<file path="config.mk">
export PLATFORM = sky130hd
export DESIGN_NAME = gir_global_regs
export DESIGN_NICKNAME = d
export VERILOG_FILES = /design/src/verilog/gir_pkg.sv /design/src/verilog/gir_global_regs.sv /design/src/verilog/gir_irq_slice.sv
export SDC_FILE = /design/constraint.sdc
export NUM_CORES = 1
export LEC_CHECK = 0
export BUFFER_PORTS_ARGS = -buffer_cell sky130_fd_sc_hd__buf_4
export CAP_MARGIN = 10
export CORE_AREA = 2 2 63 65
export CTS_CLUSTER_DIAMETER = 150
export DETAILED_ROUTE_END_ITERATION = 6
export DIE_AREA = 0 0 65 67
export HOLD_SLACK_MARGIN = 0.03
export PLACE_DENSITY = 0.82
export SYNTH_ARGS = -nofsm -noshare
export SYNTH_HDL_FRONTEND = slang
export SYNTH_SLANG_ARGS = --single-unit
</file>
<file path="constraint.sdc">
create_clock -name core_clk -period 1.4 [get_ports core_clk]
set_input_delay 0.28 -clock core_clk [delete_from_list [all_inputs] [get_ports core_clk]]
set_output_delay 0.28 -clock core_clk [all_outputs]
set_load 0.03 [all_outputs]
</file>
<file path="src/verilog/gir_pkg.sv">
// ************************************************************
// Global identification, reset and interrupt summary constants
// ************************************************************
package gir_pkg;

  // ************************************************************
  // Byte offsets in the global register space
  // ************************************************************
  localparam logic [15:0] OFS_CHIP_CODE_BYTE0 = 16'h0000; // Fixed code byte
  localparam logic [15:0] OFS_CHIP_CODE_HIGH  = 16'h0001; // Chip code, high byte
  localparam logic [15:0] OFS_CHIP_CODE_LOW   = 16'h0002; // Chip code, low byte
  localparam logic [15:0] OFS_REV_SOFT_RST    = 16'h0003; // Revision and soft reset
  localparam logic [15:0] OFS_WAKE_PIN_CTRL   = 16'h0006; // Wake pin control
  localparam logic [15:0] OFS_GLOBAL_IRQ_SUM  = 16'h0010; // Global summary, MSB byte
  localparam logic [15:0] OFS_GLOBAL_IRQ_DIS  = 16'h0014; // Global mask, MSB byte
  localparam logic [15:0] OFS_PORT_IRQ_SUM    = 16'h0018; // Port summary, MSB byte
  localparam logic [15:0] OFS_PORT_IRQ_DIS    = 16'h001C; // Port mask, MSB byte

  // ************************************************************
  // Field positions
  // ************************************************************
  localparam int REV_LSB          = 4;  // Revision nibble 7:4
  localparam int SOFT_RST_BIT     = 0;  // Self-clearing soft reset
  localparam int WAKE_EN_BIT      = 1;  // Wake pin output enable
  localparam int WAKE_POL_BIT     = 0;  // Wake pin polarity
  localparam int GLB_LOOKUP_BIT   = 31; // Lookup unit summary
  localparam int GLB_PTP_GPIO_BIT = 30; // Trigger/timestamp summary
  localparam int PORT5_BIT        = 6;  // External MAC port summary
  localparam int NUM_PORTS        = 5;  // Logical ports 1..5

  // ************************************************************
  // Reset values
  // ************************************************************
  localparam logic       RST_WAKE_EN    = 1'b0; // Pin disabled
  localparam logic       RST_WAKE_POL   = 1'b0; // Active low
  localparam logic [1:0] RST_GLOBAL_DIS = 2'h0; // All enabled
  localparam logic [4:0] RST_PORT_DIS   = 5'h00; // All enabled

  // ************************************************************
  // Timing
  // ************************************************************
  localparam int CLK_PERIOD_NS   = 10;  // core_clk period
  localparam int SOFT_RST_NS     = 160; // Data path reset pulse length
  localparam int SOFT_RST_CYCLES =
    (SOFT_RST_NS + CLK_PERIOD_NS - 1) / CLK_PERIOD_NS; // Rounded up

endpackage : gir_pkg

</file>
<file path="src/verilog/gir_global_regs.sv">
`timescale 1ns/100ps
// What this block does
// RULE1: Three read-only identification bytes at 0..2
// RULE2: Revision in upper nibble of byte three
// RULE3: Soft reset bit pulses data path, self-clears
// RULE4: Wake pin driven only when enable set
// RULE5: Polarity bit: zero low, one high active
// RULE6: Global bit 31 mirrors lookup unit request
// RULE7: Global bit 30 mirrors trigger/timestamp request
// RULE8: Global mask bits 31,30; one disables
// RULE9: Port summary bits 0..3 for ports 1..4
// RULE10: Port 5 summary at bit 6, rest reserved
// RULE11: Port mask bits match status positions
// RULE12: Port 5 mask at bit 6
// RULE13: Interrupt asserted when unmasked summary bit set
// RULE14: Summaries mirror sources; writes cannot clear
// RULE15: Big-endian bytes, each individually accessible
// RULE16: Host uses byte-wide sixteen-bit addressed access
module gir_global_regs #(
  parameter int         LOOKUP_SRC_W    = 4,        // Lookup unit detail lines
  parameter int         PTP_GPIO_SRC_W  = 2,        // Trigger/timestamp detail lines
  parameter int         PORT_SRC_W      = 4,        // Detail lines per port
  parameter int         SOFT_RST_LEN    = gir_pkg::SOFT_RST_CYCLES, // Pulse cycles
  parameter logic [7:0] CHIP_FIXED_CODE = 8'hA5,    // Arbitrary value
  parameter logic [7:0] CHIP_CODE_HIGH  = 8'h3C,    // Arbitrary value
  parameter logic [7:0] CHIP_CODE_LOW   = 8'h71,    // Arbitrary value
  parameter logic [3:0] REVISION        = 4'h1      // Arbitrary value
) (
  // Clock and reset
  input  wire logic                            core_clk,
  input  wire logic                            nrst,
  // Byte-wide management access
  input  wire logic [15:0]                     mgmt_addr,
  input  wire logic                            mgmt_wr,
  input  wire logic [7:0]                      mgmt_wdata,
  input  wire logic                            mgmt_rd,
  output logic [7:0]                           mgmt_rdata,
  output logic                                 mgmt_rvalid,
  // Detail interrupt sources
  input  wire logic [LOOKUP_SRC_W-1:0]         lookup_src,
  input  wire logic [PTP_GPIO_SRC_W-1:0]       ptp_gpio_src,
  input  wire logic [gir_pkg::NUM_PORTS*PORT_SRC_W-1:0] port_src,
  // Wake event request and pin
  input  wire logic                            wake_event_req,
  output logic                                 wake_event_pin,
  output logic                                 wake_event_pin_oe,
  // Data path reset and interrupt
  output logic                                 datapath_rst_n,
  output logic                                 irq_n
);

  // ************************************************************
  // Soft reset state machine types
  // ************************************************************
  typedef enum logic [1:0] {
    GIR_SR_IDLE = 2'b01, // Normal operation
    GIR_SR_HOLD = 2'b10  // Data path held in reset
  } gir_sr_state_t;

  localparam int CNT_W = $clog2(SOFT_RST_LEN + 1); // Pulse counter width

  // ************************************************************
  // Declarations
  // ************************************************************
  gir_sr_state_t          sr_state_reg;     // Soft reset state
  gir_sr_state_t          sr_state_next;
  logic [CNT_W-1:0]       sr_cnt_reg;       // Cycles left in pulse
  logic [CNT_W-1:0]       sr_cnt_next;
  logic                   wake_en_reg;      // Wake pin enable
  logic                   wake_en_next;
  logic                   wake_pol_reg;     // Wake pin polarity
  logic                   wake_pol_next;
  logic [1:0]             glb_dis_reg;      // Global mask [31],[30]
  logic [1:0]             glb_dis_next;
  logic [4:0]             port_dis_reg;     // Port masks, ports 1..5
  logic [4:0]             port_dis_next;
  logic [7:0]             rdata_reg;        // Read data
  logic [7:0]             rdata_next;
  logic                   rvalid_reg;       // Read data valid
  logic                   rvalid_next;
  logic                   pin_o_reg;        // Wake pin level
  logic                   pin_o_next;
  logic                   pin_oe_reg;       // Wake pin enable
  logic                   pin_oe_next;
  logic                   irq_n_reg;        // Interrupt output
  logic                   irq_n_next;
  logic                   in_group;         // Address is in this group
  logic [4:0]             byte_ofs;         // Low address bits
  logic                   lookup_sum;       // Lookup unit summary
  logic                   lookup_act;
  logic                   ptp_sum;          // Trigger/timestamp summary
  logic                   ptp_act;
  logic [4:0]             port_sum;         // Per-port summaries
  logic [4:0]             port_act;
  logic [31:0]            glb_sum_word;     // Global summary word
  logic [31:0]            glb_dis_word;     // Global mask word
  logic [31:0]            port_sum_word;    // Port summary word
  logic [31:0]            port_dis_word;    // Port mask word

  // ************************************************************
  // Address decode
  // ************************************************************
  // Port field zero and offsets below 0x20 belong here
  always_comb
  begin
    in_group = (mgmt_addr[15:5] == 11'h000); // see RULE16
    byte_ofs = mgmt_addr[4:0];
  end

  // ************************************************************
  // Summary slices
  // ************************************************************
  // Lookup unit summary
  gir_irq_slice #(
    .SRC_W (LOOKUP_SRC_W)
  ) u_lookup_slice (
    .src_req     (lookup_src),
    .disable_bit (glb_dis_reg[1]),
    .summary     (lookup_sum),
    .active      (lookup_act)
  );

  // Trigger output and timestamp summary
  gir_irq_slice #(
    .SRC_W (PTP_GPIO_SRC_W)
  ) u_ptp_slice (
    .src_req     (ptp_gpio_src),
    .disable_bit (glb_dis_reg[0]),
    .summary     (ptp_sum),
    .active      (ptp_act)
  );

  // One slice per port
  for (genvar p = 0; p < gir_pkg::NUM_PORTS; p++)
  begin : g_port
    gir_irq_slice #(
      .SRC_W (PORT_SRC_W)
    ) u_port_slice (
      .src_req     (port_src[p*PORT_SRC_W +: PORT_SRC_W]),
      .disable_bit (port_dis_reg[p]),
      .summary     (port_sum[p]),
      .active      (port_act[p])
    );
  end

  // ************************************************************
  // Register words, reserved bits zero
  // ************************************************************
  always_comb
  begin
    glb_sum_word  = 32'h0000_0000;
    glb_dis_word  = 32'h0000_0000;
    port_sum_word = 32'h0000_0000;
    port_dis_word = 32'h0000_0000;
    // Summaries are live mirrors of the sources
    glb_sum_word[gir_pkg::GLB_LOOKUP_BIT]   = lookup_sum;   // see RULE6 see RULE14
    glb_sum_word[gir_pkg::GLB_PTP_GPIO_BIT] = ptp_sum;      // see RULE7
    glb_dis_word[gir_pkg::GLB_LOOKUP_BIT]   = glb_dis_reg[1]; // see RULE8
    glb_dis_word[gir_pkg::GLB_PTP_GPIO_BIT] = glb_dis_reg[0];
    port_sum_word[3:0] = port_sum[3:0];                     // see RULE9
    port_sum_word[gir_pkg::PORT5_BIT] = port_sum[4];        // see RULE10
    port_dis_word[3:0] = port_dis_reg[3:0];                 // see RULE11
    port_dis_word[gir_pkg::PORT5_BIT] = port_dis_reg[4];    // see RULE12
  end

  // ************************************************************
  // Register writes and soft reset control
  // ************************************************************
  always_comb
  begin
    wake_en_next  = wake_en_reg;
    wake_pol_next = wake_pol_reg;
    glb_dis_next  = glb_dis_reg;
    port_dis_next = port_dis_reg;
    sr_state_next = sr_state_reg;
    sr_cnt_next   = sr_cnt_reg;
    // Soft reset pulse counts down, then returns to idle
    unique case (sr_state_reg)
      GIR_SR_IDLE:
      begin
        sr_cnt_next = '0;
      end
      GIR_SR_HOLD:
      begin
        if (sr_cnt_reg <= CNT_W'(1))
        begin
          sr_state_next = GIR_SR_IDLE; // see RULE3
          sr_cnt_next   = '0;
        end
        else
        begin
          sr_cnt_next = sr_cnt_reg - CNT_W'(1);
        end
      end
    endcase
    // Byte writes; identification and summaries ignore them
    if (mgmt_wr && in_group)
    begin
      unique case ({11'h000, byte_ofs})
        gir_pkg::OFS_REV_SOFT_RST:
        begin
          // Writing one starts or restarts the pulse
          if (mgmt_wdata[gir_pkg::SOFT_RST_BIT])
          begin
            sr_state_next = GIR_SR_HOLD;        // see RULE3
            sr_cnt_next   = CNT_W'(SOFT_RST_LEN);
          end
        end
        gir_pkg::OFS_WAKE_PIN_CTRL:
        begin
          wake_en_next  = mgmt_wdata[gir_pkg::WAKE_EN_BIT];  // see RULE4
          wake_pol_next = mgmt_wdata[gir_pkg::WAKE_POL_BIT]; // see RULE5
        end
        gir_pkg::OFS_GLOBAL_IRQ_DIS:
        begin
          // Most significant byte holds bits 31 and 30
          glb_dis_next = mgmt_wdata[7:6];                 // see RULE8 see RULE15
        end
        gir_pkg::OFS_PORT_IRQ_DIS + 16'h0003:
        begin
          // Least significant byte holds the port masks
          port_dis_next = {mgmt_wdata[gir_pkg::PORT5_BIT], mgmt_wdata[3:0]}; // see RULE11 see RULE12
        end
        default:
        begin
          // Read-only or unused byte: no effect
        end
      endcase
    end
  end

  // ************************************************************
  // Read data path
  // ************************************************************
  // One-cycle latency; bytes picked big-endian from each word
  always_comb
  begin
    rvalid_next = mgmt_rd;
    rdata_next  = rdata_reg;
    if (mgmt_rd)
    begin
      rdata_next = 8'h00;
      if (in_group)
      begin
        unique case ({11'h000, byte_ofs})
          gir_pkg::OFS_CHIP_CODE_BYTE0: rdata_next = CHIP_FIXED_CODE; // see RULE1
          gir_pkg::OFS_CHIP_CODE_HIGH:  rdata_next = CHIP_CODE_HIGH;  // see RULE1
          gir_pkg::OFS_CHIP_CODE_LOW:   rdata_next = CHIP_CODE_LOW;   // see RULE1
          gir_pkg::OFS_REV_SOFT_RST:
          begin
            // Revision, reserved zeros, soft reset busy flag
            rdata_next = {REVISION, 3'h0, (sr_state_reg == GIR_SR_HOLD)}; // see RULE2 see RULE3
          end
          gir_pkg::OFS_WAKE_PIN_CTRL:
          begin
            rdata_next = {6'h00, wake_en_reg, wake_pol_reg};
          end
          default:
          begin
            // Multi-byte words, most significant byte first
            unique case (byte_ofs[4:2])
              3'h4:    rdata_next = glb_sum_word[8*(3-byte_ofs[1:0]) +: 8];  // see RULE15
              3'h5:    rdata_next = glb_dis_word[8*(3-byte_ofs[1:0]) +: 8];
              3'h6:    rdata_next = port_sum_word[8*(3-byte_ofs[1:0]) +: 8];
              3'h7:    rdata_next = port_dis_word[8*(3-byte_ofs[1:0]) +: 8];
              default: rdata_next = 8'h00;
            endcase
          end
        endcase
      end
    end
  end

  // ************************************************************
  // Outputs: wake pin and interrupt
  // ************************************************************
  always_comb
  begin
    // Asserted level follows polarity; idle is the opposite level
    pin_o_next  = wake_pol_reg ? wake_event_req : ~wake_event_req; // see RULE5
    pin_oe_next = wake_en_reg;                                     // see RULE4
    // Any unmasked summary drives the interrupt low
    irq_n_next  = ~(lookup_act | ptp_act | (|port_act));           // see RULE13
  end

  // ************************************************************
  // State registers
  // ************************************************************
  always_ff @(posedge core_clk)
  begin
    if (!nrst)
    begin
      sr_state_reg <= GIR_SR_IDLE;
      sr_cnt_reg   <= '0;
      wake_en_reg  <= gir_pkg::RST_WAKE_EN;
      wake_pol_reg <= gir_pkg::RST_WAKE_POL;
      glb_dis_reg  <= gir_pkg::RST_GLOBAL_DIS;
      port_dis_reg <= gir_pkg::RST_PORT_DIS;
      rdata_reg    <= 8'h00;
      rvalid_reg   <= 1'b0;
      pin_o_reg    <= 1'b1;
      pin_oe_reg   <= 1'b0;
      irq_n_reg    <= 1'b1;
    end
    else
    begin
      sr_state_reg <= sr_state_next;
      sr_cnt_reg   <= sr_cnt_next;
      wake_en_reg  <= wake_en_next;
      wake_pol_reg <= wake_pol_next;
      glb_dis_reg  <= glb_dis_next;
      port_dis_reg <= port_dis_next;
      rdata_reg    <= rdata_next;
      rvalid_reg   <= rvalid_next;
      pin_o_reg    <= pin_o_next;
      pin_oe_reg   <= pin_oe_next;
      irq_n_reg    <= irq_n_next;
    end
  end

  // ************************************************************
  // Port drivers
  // ************************************************************
  always_comb
  begin
    mgmt_rdata        = rdata_reg;
    mgmt_rvalid       = rvalid_reg;
    wake_event_pin    = pin_o_reg;
    wake_event_pin_oe = pin_oe_reg;
    datapath_rst_n    = (sr_state_reg != GIR_SR_HOLD); // see RULE3
    irq_n             = irq_n_reg;
  end

endmodule : gir_global_regs

</file>
<file path="src/verilog/gir_irq_slice.sv">
`timescale 1ns/100ps
// ************************************************************
// One summary source: OR of detail requests, gated by a mask
// ************************************************************
module gir_irq_slice #(
  parameter int SRC_W = 1 // Number of detail request lines
) (
  // Detail requests and mask
  input  wire logic [SRC_W-1:0] src_req,
  input  wire logic             disable_bit,
  // Summary results
  output logic                  summary,
  output logic                  active
);

  // ************************************************************
  // Summary and gated request
  // ************************************************************
  always_comb
  begin
    summary = |src_req;
    active  = summary & ~disable_bit;
  end

endmodule : gir_irq_slice

</file>
==> run metrics <==
vias in the first global route=~1600; DRT iter0 DRCs=72; fill count=309; FP Rows=22; largest net degree at the start of global routing=19; Yosys reg bits=28; WHS Path Cells=3; class of the worst hold path=input port to flop; multi-input logic area=891 sq um; min-delay src=wake_event_req; Syn Std Cell Area=between 1000 and 1500 sq um; worst reg-to-reg path cell count=5; layout cell share with drive strength beyond 1=about two fifths; crit-path max FO=5; router iterations before antenna repair=4; Final GP Congestion=about 0.84; dpl cell area=2180 sq um; Post-route DRC=0; CTS root buf=clkbuf_8; H-tree Lvls=1; number of synthesized flops with an enable pin=0; clk_skew=just over 0.001 ns; Die Area=4360 sq um; Worst path max stage delay=roughly 0.61 ns; Rel. slew slack=around 72%; Final Cycle Share=96.0%; first-pass GRT wire length=between 6 and 7 mm; crit path launch type=input port; status=complete, no violations; Synth Flop Type=dfxtp_1; clk sink count=28; Vias=approximately 1600; Final Non-Filler Cells=305; io pins=roughly 70; Hold Slack=~0.24 ns; FF/Latch Area=approximately 560 sq um; CTS Hold Bufs=0; Avg Cell Area, Syn=~8.7 sq um; worst hold endpoint=wake_event_pin$_SDFF_PN1_; IO buf count=65; max FFs per register=8; net count after synthesis=about 230; Worst Setup End Kind=flop; initial antenna violation count=0; crit path cell chain=buf_4, or4b_1, a211oi_2, a211oi_1, a211oi_1; latest clock arrival within the worst-skew pair=0.27 ns; Worst Path Buf+Inv=1; library cells used by synthesis=47; worst-case clock buffer depth=2; final core occ=between 60% and 70%; total of warnings raised by yosys=0; Max-Cap Viols=0; Vias/cell=5.27; Starting Density=41.2%; CP max-delay cell=or4b_1; Finish-stage setup viols=0; synth-to-layout area growth=52.2%; FFs w/ async S/R, synth=0%; Die Ht=67 microns; Mapped Cells=between 150 and 200; Worst path most repeated cell=a211oi_1; Pleak=~0.97 nW; r2r endpoint=sr_state_reg[1]$_SDFF_PN0_; final-report max-slew violation count=0; placed insts=300; Pwr Total=between 1.5 and 2 mW; Core Area=around 3600 sq um; Arr. time, crit path=about 1.5 ns; worst r2r src=sr_cnt_reg[0]$_SDFF_PN0_; RSZ-0062 raised after global routing=false; Final Critical Period=1.34 ns; DP HPWL=~3.2 mm; maximum vdd ir drop=approximately 0.35 mV; cts bufs inserted=3; Max Freq=744 MHz; Finished Cell Area=approximately 2300 sq um; final hold violation count=0; grt total ovfl=0; Routed wire per std cell=13.6 microns; Tot GR Track Use=between 10% and 20%; Setup CP Type=input port to flop; Slew @ Worst Pin=0.405 ns; diode count=0; sequential area share after synthesis=a little under two fifths; Final nets=approximately 320; Worst-path clk slew=about 0.090 ns; delay-heaviest family, CP=simple AND/OR/NAND/NOR gates; DRT antenna net count=0; reg2reg setup slack=0.11 ns; PwrDens=between 600 and 700 nW/um^2; die width=65 microns; DRT Wirelength=around 4.1 mm; WP data required=about 1.6 ns; CTS tree=built
-- worst min-delay path: cells and delay by family --
family | cells | cell delay (ns)
xor+xnor | 1 | 0.06
simple gates | 1 | 0.06
buf+inv | 1 | 0.09
-- cell usage in the layout (no fill, tap or decap), drive strengths merged, types with 3 or more instances in the layout --
cell type  synthesis  final
clkbuf             4      4
o22ai              3      3
o41ai              4      4
nor2b              3      3
mux2i              9      9
nand2             24     24
a211oi             6      6
nor3               5      5
nor2              12     12
dfxtp             28     28
o21ai             10     10
nor4               8      8
a21oi              4      4
o21a               4      4
inv                6      6
buf                3     89
nand3b             4      4
nand2b             3      3
-- worst max-delay path by stage --
stage,from,to,slack (ns),cells past startpoint
finish,mgmt_addr[0],mgmt_rdata[6]$_SDFFE_PN0P_,0.06,5
CTS,sr_state_reg[1]$_SDFF_PN0_,datapath_rst_n,0.02,3
global route,mgmt_addr[11],mgmt_rdata[5]$_SDFFE_PN0P_,0.003,5
global placement,mgmt_addr[11],mgmt_rdata[5]$_SDFFE_PN0P_,-0.21,5
detailed placement,mgmt_addr[11],pin_oe_next$_SDFFE_PN0P_,-0.24,5
floorplan,mgmt_addr[0],pin_oe_next$_SDFFE_PN0P_,0.003,4
-- metrics by stage --
step           setup TNS (ns)  worst slack (ns)
2_1_floorplan               0           0.00294
3_3_place_gp            -1.84            -0.206
3_5_place_dp            -2.46            -0.244
4_1_cts                     0            0.0202
5_1_grt                     0           0.00323
6_report                    0            0.0555
-- repair_timing --
action	in CTS	in global routing
cloned	0	0
setup endpoints to repair	1	11
setup buffers	0	1
pin swaps	0	1
gates resized for setup	1	5
-- power breakdown --
group          switching (mW)  internal [mW]
Clock                   0.242          0.251
Sequential            0.00110          0.800
Combinational           0.120          0.151
-- synth_stat cells, types with 2 or more instances --
cell type | count | area share, %
nor2_1 | 11 | 2.8
nor3_2 | 2 | 1.3
nor3b_1 | 2 | 1.0
nor4b_1 | 2 | 1.2
o41ai_1 | 4 | 2.4
xnor2_1 | 2 | 1.2
and4_1 | 2 | 1.2
o21a_1 | 4 | 2.0
nor4_4 | 2 | 2.9
nand2b_1 | 3 | 1.3
buf_2 | 2 | 0.67
nor2b_1 | 3 | 1.3
xor2_1 | 2 | 1.2
o21ai_1 | 2 | 0.67
a211oi_1 | 6 | 3.0
nand3b_1 | 4 | 2.0
nand2_1 | 24 | 6.1
o22ai_1 | 3 | 1.3
dfxtp_1 | 28 | 38
clkbuf_1 | 4 | 1.0
inv_1 | 6 | 1.5
or3_1 | 2 | 0.84
o21ai_0 | 8 | 2.7
mux2i_1 | 9 | 6.1
nor4_1 | 6 | 2.5
a21oi_1 | 4 | 1.3
ha_1 | 2 | 1.7
nor3_1 | 3 | 1.0
-- cell families (layout without fill, tap and decap cells) --
group / Yosys count / in the layout / share of synthesized area, %
simple gates: 76 / 76 / 30.6
compound gates: 39 / 39 / 18.0
flops: 28 / 28 / 37.8
buf+inv: 13 / 99 / 3.46
mux: 9 / 9 / 6.07
xor+xnor: 4 / 4 / 2.36
fa+ha+maj: 2 / 2 / 1.69
-- layer usage --
layer | share of wire, % | track usage (%) | vias up
met2 | 51 | 34.8 | 75
li1 | - | - | 802
met5 | 0 | 0 | -
met4 | 0.87 | 8.24 | 0
met1 | 41 | 22.7 | 725
met3 | 6.7 | 1.52 | 4
-- cell type report --
class | instances | area share (%)
tap | 48 | 2.66
multi-input combinational | 130 | 39.4
clock buffer | 4 | 2.44
timing repair buffer | 89 | 29.6
inverter | 6 | 0.997
sequential | 28 | 24.9
No activity file was read; power rests on OpenSTA's default activity.
